==> src/verilog/cadec_pkg.sv <==
`default_nettype none
package cadec_pkg;

   // opcode and operand-specifier patterns
   localparam logic [5:0] OPC_ADC_RM  = 6'h04;
   localparam logic [5:0] OPC_IMM_GRP = 6'h20;
   localparam logic [6:0] OPC_ADC_ACC = 7'h0A;
   localparam logic [6:0] OPC_INC_RM  = 7'h7F;
   localparam logic [2:0] EXT_ADC     = 3'h2;
   localparam logic [2:0] EXT_INC     = 3'h0;
   localparam logic [1:0] MOD_NODISP  = 2'h0;
   localparam logic [1:0] MOD_D8      = 2'h1;
   localparam logic [1:0] MOD_D32     = 2'h2;
   localparam logic [1:0] MOD_REG     = 2'h3;
   localparam logic [2:0] RM_SIB      = 3'h4;
   localparam logic [2:0] RM_D32      = 3'h5;

   // execution clocks and data-cycle figures
   localparam logic [3:0] CLK_ONE     = 4'h1;
   localparam logic [3:0] CLK_RR      = 4'h2;
   localparam logic [3:0] CLK_RM      = 4'h7;
   localparam logic [3:0] CLK_MR      = 4'h6;
   localparam logic [3:0] CLK_IMM_R   = 4'h2;
   localparam logic [3:0] CLK_IMM_M   = 4'h7;
   localparam logic [3:0] CLK_ACC     = 4'h2;
   localparam logic [3:0] CLK_INC_R   = 4'h2;
   localparam logic [3:0] CLK_INC_M   = 4'h6;
   localparam logic [1:0] DC_ZERO     = 2'h0;
   localparam logic [1:0] DC_ONE      = 2'h1;
   localparam logic [1:0] DC_TWO      = 2'h2;

   // byte counts of trailing fields
   localparam logic [2:0] LEN_NONE    = 3'h0;
   localparam logic [2:0] LEN_B8      = 3'h1;
   localparam logic [2:0] LEN_B32     = 3'h4;

   typedef enum logic [2:0] {
      CADEC_K_NONE, CADEC_K_ADC_RR, CADEC_K_ADC_RM, CADEC_K_ADC_MR,
      CADEC_K_ADC_IMM, CADEC_K_ADC_ACC, CADEC_K_INC
   } cadec_kind_t;

   typedef enum logic [2:0] {
      CADEC_S_OPC, CADEC_S_MODRM, CADEC_S_SIB, CADEC_S_DISP, CADEC_S_IMM, CADEC_S_EXEC
   } cadec_state_t;

   typedef struct packed {
      logic [5:0] top;
      logic       dir;
      logic       wide;
   } cadec_opc_t;

   typedef struct packed {
      logic [1:0] mode;
      logic [2:0] reg_f;
      logic [2:0] rm;
   } cadec_modrm_t;

   typedef struct packed {
      logic [1:0] scale;
      logic [2:0] index;
      logic [2:0] base;
   } cadec_sib_t;

   typedef struct packed {
      cadec_kind_t  kind;
      logic         wide;
      logic         dir;
      logic         sext;
      logic         is_mem;
      cadec_modrm_t modrm;
      cadec_sib_t   sib;
      logic [31:0]  disp;
      logic [31:0]  imm;
      logic [3:0]   clocks;
      logic [1:0]   data_cycles;
   } cadec_op_t;

   typedef struct packed {
      cadec_state_t st;
      cadec_opc_t   opc;
      cadec_op_t    op;
      logic [2:0]   cnt;
      logic [3:0]   exec;
      logic         op_valid;
      logic         bad_opcode;
   } cadec_regs_t;

   function automatic logic [2:0] cadec_disp_len(input cadec_op_t op);
      logic [2:0] len;
      len = LEN_NONE;
      if (op.is_mem) begin
         if (op.modrm.mode == MOD_D8) begin
            len = LEN_B8;
         end else if (op.modrm.mode == MOD_D32) begin
            len = LEN_B32;
         end else if (op.modrm.rm == RM_D32) begin
            len = LEN_B32;
         end else if (op.modrm.rm == RM_SIB && op.sib.base == RM_D32) begin
            len = LEN_B32;
         end
      end
      return len;
   endfunction : cadec_disp_len

   function automatic logic [2:0] cadec_imm_len(input cadec_op_t op);
      logic [2:0] len;
      len = LEN_NONE;
      if (op.kind == CADEC_K_ADC_IMM || op.kind == CADEC_K_ADC_ACC) begin
         len = (!op.wide || op.sext) ? LEN_B8 : LEN_B32;
      end
      return len;
   endfunction : cadec_imm_len

endpackage : cadec_pkg
`default_nettype wire

==> src/verilog/cadec_decode.sv <==
// Function
// [RQ1] Opcode 000100dw with a register-mode operand byte decodes as register-to-register add with carry in 2 clocks.
// [RQ2] Opcode 0001000w with a memory operand byte decodes as add with carry into memory, 7 clocks, 2 data cycles.
// [RQ3] Opcode 0001001w with a memory operand byte decodes as add with carry into a register, 6 clocks, 1 data cycle.
// [RQ4] Opcode 100000sw with middle field 010 adds an immediate with carry, 2 clocks to a register or 7 to memory.
// [RQ5] Opcode 0001010w followed by immediate data adds it with carry to the accumulator in 2 clocks.
// [RQ6] Opcode 1111111w with middle field 000 increments, 2 clocks and 0 data cycles for a register, 6 and 2 for memory.
// [RQ7] Direction, width, sign and mode/register/memory fields keep their customary meanings.
`timescale 1ns/1ns
`default_nettype none
module cadec_decode (
   input  wire logic                 sys_clk,
   input  wire logic                 arst_n,
   input  wire logic                 byte_valid,
   input  wire logic [7:0]           byte_data,
   output logic                      byte_ready,
   output logic                      op_valid,
   output cadec_pkg::cadec_op_t      op,
   output logic                      bad_opcode
);
   import cadec_pkg::*;

   cadec_regs_t  cur_ff;
   cadec_regs_t  nxt_regs;
   logic         take;
   cadec_opc_t   opc_in;
   cadec_modrm_t modrm_in;
   logic         mem;
   logic         ok;
   logic [2:0]   dlen;
   logic [2:0]   ilen;

   // picks the first trailing field still owed after the current byte
   function automatic cadec_state_t tail_state(input logic need_sib, input logic [2:0] d_len,
                                               input logic [2:0] i_len);
      cadec_state_t s;
      if (need_sib) begin
         s = CADEC_S_SIB;
      end else if (d_len != LEN_NONE) begin
         s = CADEC_S_DISP;
      end else if (i_len != LEN_NONE) begin
         s = CADEC_S_IMM;
      end else begin
         s = CADEC_S_EXEC;
      end
      return s;
   endfunction : tail_state

   // the queue is stalled for the whole execution time so timing stays exact
   assign byte_ready = (cur_ff.st != CADEC_S_EXEC);
   assign take       = byte_valid && byte_ready;
   assign opc_in     = cadec_opc_t'(byte_data);
   assign modrm_in   = cadec_modrm_t'(byte_data);
   assign op_valid   = cur_ff.op_valid;
   assign op         = cur_ff.op;
   assign bad_opcode = cur_ff.bad_opcode;

   always_comb begin
      nxt_regs            = cur_ff;
      nxt_regs.op_valid   = 1'b0;
      nxt_regs.bad_opcode = 1'b0;
      mem                 = (modrm_in.mode != MOD_REG);
      ok                  = 1'b1;
      dlen                = LEN_NONE;
      ilen                = LEN_NONE;
      unique case (cur_ff.st)
         CADEC_S_OPC: begin
            if (take) begin
               nxt_regs.op      = '0;
               nxt_regs.cnt     = LEN_NONE;
               nxt_regs.opc     = opc_in;
               nxt_regs.op.wide = opc_in.wide; // RQ7
               nxt_regs.op.dir  = opc_in.dir; // RQ7
               if (opc_in.top == OPC_ADC_RM || opc_in.top == OPC_IMM_GRP
                   || {opc_in.top, opc_in.dir} == OPC_INC_RM) begin
                  nxt_regs.st = CADEC_S_MODRM;
               end else if ({opc_in.top, opc_in.dir} == OPC_ADC_ACC) begin
                  nxt_regs.op.kind        = CADEC_K_ADC_ACC; // RQ5
                  nxt_regs.op.dir         = 1'b0;
                  nxt_regs.op.clocks      = CLK_ACC; // RQ5
                  nxt_regs.op.data_cycles = DC_ZERO;
                  nxt_regs.st             = CADEC_S_IMM;
               end else begin
                  nxt_regs.bad_opcode = 1'b1;
               end
            end
         end
         CADEC_S_MODRM: begin
            if (take) begin
               nxt_regs.op.modrm  = modrm_in;
               nxt_regs.op.is_mem = mem; // RQ7
               if (cur_ff.opc.top == OPC_ADC_RM) begin
                  if (!mem) begin
                     nxt_regs.op.kind        = CADEC_K_ADC_RR; // RQ1
                     nxt_regs.op.clocks      = CLK_RR; // RQ1
                     nxt_regs.op.data_cycles = DC_ZERO;
                  end else if (!cur_ff.opc.dir) begin
                     nxt_regs.op.kind        = CADEC_K_ADC_RM; // RQ2
                     nxt_regs.op.clocks      = CLK_RM; // RQ2
                     nxt_regs.op.data_cycles = DC_TWO; // RQ2
                  end else begin
                     nxt_regs.op.kind        = CADEC_K_ADC_MR; // RQ3
                     nxt_regs.op.clocks      = CLK_MR; // RQ3
                     nxt_regs.op.data_cycles = DC_ONE; // RQ3
                  end
               end else if (cur_ff.opc.top == OPC_IMM_GRP) begin
                  ok                      = (modrm_in.reg_f == EXT_ADC); // RQ4
                  nxt_regs.op.kind        = CADEC_K_ADC_IMM;
                  nxt_regs.op.sext        = cur_ff.opc.dir && cur_ff.opc.wide; // RQ7
                  nxt_regs.op.dir         = 1'b0;
                  nxt_regs.op.clocks      = mem ? CLK_IMM_M : CLK_IMM_R; // RQ4
                  nxt_regs.op.data_cycles = mem ? DC_TWO : DC_ZERO; // RQ4
               end else begin
                  ok                      = (modrm_in.reg_f == EXT_INC); // RQ6
                  nxt_regs.op.kind        = CADEC_K_INC;
                  nxt_regs.op.dir         = 1'b0;
                  nxt_regs.op.clocks      = mem ? CLK_INC_M : CLK_INC_R; // RQ6
                  nxt_regs.op.data_cycles = mem ? DC_TWO : DC_ZERO; // RQ6
               end
               dlen = cadec_disp_len(nxt_regs.op);
               ilen = cadec_imm_len(nxt_regs.op);
               if (!ok) begin
                  nxt_regs.bad_opcode = 1'b1;
                  nxt_regs.st         = CADEC_S_OPC;
               end else begin
                  nxt_regs.st = tail_state(mem && modrm_in.rm == RM_SIB, dlen, ilen); // RQ7
               end
            end
         end
         CADEC_S_SIB: begin
            if (take) begin
               nxt_regs.op.sib = cadec_sib_t'(byte_data);
               dlen            = cadec_disp_len(nxt_regs.op);
               ilen            = cadec_imm_len(nxt_regs.op);
               nxt_regs.st     = tail_state(1'b0, dlen, ilen);
            end
         end
         CADEC_S_DISP: begin
            dlen = cadec_disp_len(cur_ff.op);
            ilen = cadec_imm_len(cur_ff.op);
            if (take) begin
               // little-endian: byte n lands in lane n
               nxt_regs.op.disp[{cur_ff.cnt[1:0], 3'h0} +: 8] = byte_data;
               nxt_regs.cnt = cur_ff.cnt + LEN_B8;
               if (nxt_regs.cnt == dlen) begin
                  nxt_regs.cnt = LEN_NONE;
                  if (dlen == LEN_B8) begin
                     nxt_regs.op.disp = {{24{byte_data[7]}}, byte_data};
                  end
                  nxt_regs.st = tail_state(1'b0, LEN_NONE, ilen);
               end
            end
         end
         CADEC_S_IMM: begin
            ilen = cadec_imm_len(cur_ff.op);
            if (take) begin
               nxt_regs.op.imm[{cur_ff.cnt[1:0], 3'h0} +: 8] = byte_data; // RQ4 RQ5
               nxt_regs.cnt = cur_ff.cnt + LEN_B8;
               if (nxt_regs.cnt == ilen) begin
                  nxt_regs.cnt = LEN_NONE;
                  if (cur_ff.op.sext) begin
                     nxt_regs.op.imm = {{24{byte_data[7]}}, byte_data}; // RQ7
                  end
                  nxt_regs.st = CADEC_S_EXEC;
               end
            end
         end
         CADEC_S_EXEC: begin
            if (cur_ff.exec == 4'h0) begin
               nxt_regs.st = CADEC_S_OPC;
            end else begin
               nxt_regs.exec = cur_ff.exec - CLK_ONE;
            end
         end
      endcase
      // issue: the op is shown for one cycle and execution holds for its clock count
      if (nxt_regs.st == CADEC_S_EXEC && cur_ff.st != CADEC_S_EXEC) begin
         nxt_regs.op_valid = 1'b1;
         nxt_regs.exec     = nxt_regs.op.clocks - CLK_ONE; // RQ1 RQ2 RQ3 RQ4 RQ5 RQ6
      end
   end

   always_ff @(posedge sys_clk or negedge arst_n) begin
      if (!arst_n) begin
         cur_ff <= '0;
      end else begin
         cur_ff <= nxt_regs;
      end
   end

   chk_rr_timing: assert property (@(posedge sys_clk) disable iff (!arst_n) // RQ1
      op_valid && op.kind == CADEC_K_ADC_RR |-> op.clocks == CLK_RR && !op.is_mem
      && (!byte_ready)[*2] ##1 byte_ready)
      else $error("reg-reg add with carry timing wrong");

   chk_rm_timing: assert property (@(posedge sys_clk) disable iff (!arst_n) // RQ2
      op_valid && op.kind == CADEC_K_ADC_RM |-> op.data_cycles == DC_TWO && !op.dir
      && (!byte_ready)[*7] ##1 byte_ready)
      else $error("reg-to-mem add with carry timing wrong");

   chk_mr_timing: assert property (@(posedge sys_clk) disable iff (!arst_n) // RQ3
      op_valid && op.kind == CADEC_K_ADC_MR |-> op.data_cycles == DC_ONE && op.dir
      && (!byte_ready)[*6] ##1 byte_ready)
      else $error("mem-to-reg add with carry timing wrong");

   chk_imm_form: assert property (@(posedge sys_clk) disable iff (!arst_n) // RQ4
      op_valid && op.kind == CADEC_K_ADC_IMM |-> op.modrm.reg_f == EXT_ADC
      && op.clocks == (op.is_mem ? CLK_IMM_M : CLK_IMM_R))
      else $error("immediate add with carry decode wrong");

   chk_acc_form: assert property (@(posedge sys_clk) disable iff (!arst_n) // RQ5
      op_valid && op.kind == CADEC_K_ADC_ACC |-> op.clocks == CLK_ACC
      && $past(cur_ff.st) == CADEC_S_IMM)
      else $error("accumulator add with carry decode wrong");

   chk_inc_form: assert property (@(posedge sys_clk) disable iff (!arst_n) // RQ6
      op_valid && op.kind == CADEC_K_INC |-> op.modrm.reg_f == EXT_INC
      && op.data_cycles == (op.is_mem ? DC_TWO : DC_ZERO)
      && op.clocks == (op.is_mem ? CLK_INC_M : CLK_INC_R))
      else $error("increment decode wrong");

   chk_sign_extend: assert property (@(posedge sys_clk) disable iff (!arst_n) // RQ7
      op_valid && op.sext |-> op.imm[31:8] == {24{op.imm[7]}} && op.wide)
      else $error("sign extension of immediate wrong");

   chk_mode_mem: assert property (@(posedge sys_clk) disable iff (!arst_n) // RQ7
      op_valid |-> op.is_mem == (op.kind != CADEC_K_ADC_ACC && op.modrm.mode != MOD_REG))
      else $error("memory operand flag disagrees with mode");

endmodule : cadec_decode
`default_nettype wire

==> config.mk <==
export PLATFORM = sky130hd
export DESIGN_NAME = cadec_decode
export DESIGN_NICKNAME = d
export VERILOG_FILES = /design/src/verilog/cadec_pkg.sv /design/src/verilog/cadec_decode.sv
export SDC_FILE = /design/constraint.sdc
export NUM_CORES = 1
export LEC_CHECK = 0
export ABC_CLOCK_PERIOD_IN_PS = 8150
export BUFFER_PORTS_ARGS = -buffer_cell sky130_fd_sc_hd__buf_2
export CORE_MARGIN = 2
export CORE_UTILIZATION = 25
export CTS_BUF_LIST = sky130_fd_sc_hd__clkbuf_16
export CTS_CLUSTER_SIZE = 30
export DETAILED_ROUTE_END_ITERATION = 8
export GPL_TIMING_DRIVEN = 0
export MAX_ROUTING_LAYER = met4
export PLACE_DENSITY = 0.51
export SYNTH_ARGS = -nofsm -noshare
export SYNTH_HDL_FRONTEND = slang
export SYNTH_SLANG_ARGS = --single-unit
==> constraint.sdc <==
create_clock -name sys_clk -period 8.15 [get_ports sys_clk]
set_clock_uncertainty 0.1 [all_clocks]
set_input_delay 0 -clock sys_clk [delete_from_list [all_inputs] [get_ports sys_clk]]
set_output_delay 0 -clock sys_clk [all_outputs]
set_load 0.1 [all_outputs]
# After elaboration in Yosys (flattened, before gate mapping)
# Cells that the tools add are included.
# Widths: inputs -> output; s select.
# totals
inputBits,11
regBits,112
out_inout_bits,96
# classes
n_shift,2
eq_ne,38
muxes,107
add_sub_neg,4
reduce_logical,36
# op_table
operator,n
$mux 32,6
$mux 3,56
$pmux 32 s2,2
$mux 107,1
$bwmux 32,2
$eq 3x3->1 const B,12
$shift 8x7->32 const A,1
$shiftx 8x7->32,1
$pmux 11 s2,1
$pmux 3 s6,1
$reduce_bool 3->1,6
$mux 1,16
$mux 4,4
$pmux 8 s2,1
$mux 5,3
$ne 2x2->1 const B,7
$eq 6x3->1 const B,2
$eq 6x6->1 const B,2
$mux 2,6
$mux 6,2
$pmux 6 s2,1
$reduce_and 3->1,4
$mux 11,1
$reduce_bool 2->1,5
other kinds (23),44

# Longest topological paths before layout
# logic_depth
ltp_word,21
ltp_mapped,17
depth_no_buf,15

# Worst setup path before layout
# No wires, ideal clock.
# synth_timing
kind,reg2reg
startpoint,register cur_ff[105] (netlist bit)
endpoint,register cur_ff[4] (netlist bit)
synth_period_minus_slack_ns,3.254
arrival_time_ns,3.033
setup_time_ns,0.120
stages_incl_launch_ff,15
path_slack_ns,4.896
t_required_ns,7.930
path_cell_list,dfrtp_1 or4_1 buf_2 or2_4 a211o_2 o2bb2ai_1 a31o_1 and3b_1 buf_6 nand2_4 mux2i_1 ha_1 o31ai_1 a31oi_1 o211a_1
# synth_lines
element,line,rtl
"start, declared",cadec_decode.sv:23,cadec_regs_t cur_ff;
"start signal, assigned",cadec_decode.sv:187,cur_ff <= nxt_regs;

==> summary.txt <==
Run status
  • Outcome: completed

Clock tree
  • Clk Tree Root Cell: clkbuf_16
  • Later-pin clock latency in the skew report: 360 ps
  • Clk slew on worst S/H paths: 80 ps
  • Clock net sink count: 112
  • H-tree depth: 3
  • CTS tree: done
  • Clock Tree Buf Depth: 2
  • CTS Buf Count: 9

Routing
  • Via Count: 4932
  • DRT antenna net count: 0
  • Post-DR vias/cell: 4.53
  • Routed wire per std cell: 16.1 um
  • Initial drt markers: 272
  • First-pass iteration count of the detailed router: 4
  • DRC: 0
  • DRT Wirelength: 17500 um

Worst setup path
  • CP Class: reg -> reg
  • Worst-path maximum fanout: 8
  • Startpoint types: flop
  • WP data required: 8350 ps
  • CP Capture Type: flop
  • CP Data Arrival Time: 3790 ps

Finish
  • Area growth syn-to-layout: 20.6%
  • Final Non-Filler Cells: 1088
  • Fillers: 2580
  • Layout cell share with drive strength beyond 1: 31.8%
  • Nets: 775
  • Most frequent cells in the layout: 112 x buf_2, 112 x dfrtp_1, 97 x buf_4, 68 x nand2_1, 60 x a21oi_1

Pwr
  • Peak VDD IR: 0.223 mV
  • Static Leakage: 4.03 nW
  • Pwr per Cell Area: 425 mW/mm^2

Global routing
  • Initial antenna violation count: 2
  • Vias in the first global route: 4879
  • Total gr overflow: 0
  • Largest net degree at the start of global routing: 64
  • First-pass GRT wire length: 28200 um
  • GRT Util Overall: 14.5%

Place
  • Placer congestion estimate: 0.806
  • I/O Buffers: 104
  • Placed insts: 1069
  • HPWL after detailed placement: 12700 um

Run
  • Max Cap Viol: 0

Logic synthesis
  • Syn Nets: 658
  • Largest area contributor in the netlist: dfrtp_1
  • Register bit count reported by yosys: 112
  • Area contributors post-synth: dfrtp_1 46%, buf_4 12%, a21o_1 6.0%, a21oi_1 4.9%, a22o_1 4.8%
  • Share of flip-flops with an asynchronous set or reset: 100%
  • Ys flop type: dfrtp_1
  • Post-synth top area share: 45.6%
  • Yosys synthesis warning count: 0
  • Post-synthesis instance area: 0.00615 sq mm
  • Syn Inst Count: 640
  • Distinct cells, synth: 67
  • Sequential area share after synthesis: 45.6%
  • Post-synth EDFFs: 0
  • Syn avg cell area: 9.60 sq um

STA
  • Tightest Pin Transition: 1240 ps
  • Final setup vio count: 0
  • Final hold vios: 0
  • RSZ-0062 raised after global routing: false
  • Fmax: 0.278 GHz
  • Slew Limit Headroom: 16.8%
  • Setup TNS: 0 ps
  • Max-slew violation count: 0
  • Clock period minus worst slack: 3590 ps
  • Tcrit/Tclk final: 44.1%

Floorplanning
  • Die ar.: 0.0259 sq mm
  • Width of the die: 161 um
  • Die Y: 161 um
  • CORE AREA: 0.0242 sq mm
  • Initial Utilization: 25.3%
  • IO Count: 107
  • Count of standard-cell rows: 57

Hold path
  • Worst Hold Class: in -> async
[layer usage]
layer,global-route usage (%),vias up,wire length (um)
met5,-,-,0
met4,4.87,0,234
met1,19.8,2380,8580
li1,-,2424,-
met3,2.14,13,609
met2,22.1,115,8090
[area by class of cell]
class	instances	area (sq um)	share of cell area, %
antenna	2	5.00	0.0675
buffer	125	860	11.6
clock buffer	9	225	3.04
clock inverter	7	48.8	0.658
inverter	12	45.0	0.607
multi-input combinational	391	2460	33.2
sequential	112	2800	37.8
tap	324	405	5.47
timing repair buffer	106	564	7.61
[stage by stage]
stage | setup WS, ps | util, % | power (W) | hold WS, ps | area, sq um
detailed placement | 4610 | 29.4 | 0.00274 | -110 | 7120
global placement | 4630 | 29.2 | 0.00273 | 361 | 7070
global route | 4220 | 30.6 | 0.00334 | 53.7 | 7410
CTS | 4560 | 30.5 | 0.00318 | 22.3 | 7400
finish | 4560 | 30.6 | 0.00315 | 30.7 | 7410
floorplan | 4900 | - | 0.00240 | -396 | 6150
[what timing repair did]
item,CTS,global route
endpoints found under the hold margin,112,0
hold buffers,1,0
endpoints found under the setup margin,0,0
resized for setup,0,0
buffers inserted,0,0
[critical path, stage by stage, from the launching register on]
cell and delay (ps):
dfrtp_1 400, buf_2 210, inv_1 150, or3b_2 490, a221oi_1 500, a211oi_1 180
a31oi_2 260, and3b_1 210, buf_6 140, nand2_4 70, mux2i_1 130, ha_1 250
nand4b_1 100, o31ai_1 70, a31oi_1 140, o211a_1 150
[final timing paths]
| path | from | end | slack [ps] | depth (start not counted) |
|---|---|---|---|---|
| setup / recovery | cur_ff[6] | cur_ff[4] | 4560 | 15 |
| hold / removal | arst_n | op_valid | 30 | 2 |
| setup reg to reg | cur_ff[6] | cur_ff[4] | 4560 | 15 |
| hold reg to reg | cur_ff[105] | cur_ff[105] | 380 | 2 |
| max in group asynchronous | arst_n | op[47] | 7240 | 3 |
| min in group sys_clk | byte_data[4] | cur_ff[106] | 30 | 4 |
[where the power goes]
part	switching, W	internal [W]	total [W]
clock	0.000216	0.000208	0.000424
sequential	0.000126	0.000707	0.000833
combinational	0.00139	0.000511	0.00190
total	0.00173	0.00143	0.00315
[Yosys cell counts (all sizes together) (4+ instances only)]
cell	n
a21o	49
a21oi	60
a22o	34
and2	5
buf	108
clkbuf	17
dfrtp	112
ha	7
inv	12
nand2	69
nand2b	8
nand3	11
nand3b	8
nand4	4
nor2	21
nor2b	6
nor3	11
o21ai	30
[kinds of logic (layout without fill, tap and decap cells)]
logic type,count (synthesis),in the layout,synth area share (%)
AOI/OAI and AO/OA,209,209,23.1
and+or+nand+nor,164,164,13.4
buffers and inverters,137,259,14.7
DFF,112,112,45.6
adders and majority gates,9,9,1.75
xor gates and xnor gates,5,5,0.713
muxes,4,4,0.672
other,0,2,0
[flip-flops by register name, indices dropped and copies added (netlist names)]
register / cells
cur_ff: 17
op: 93
bad_opcode: 1
op_valid: 1
(Power assumes the default switching activity.)
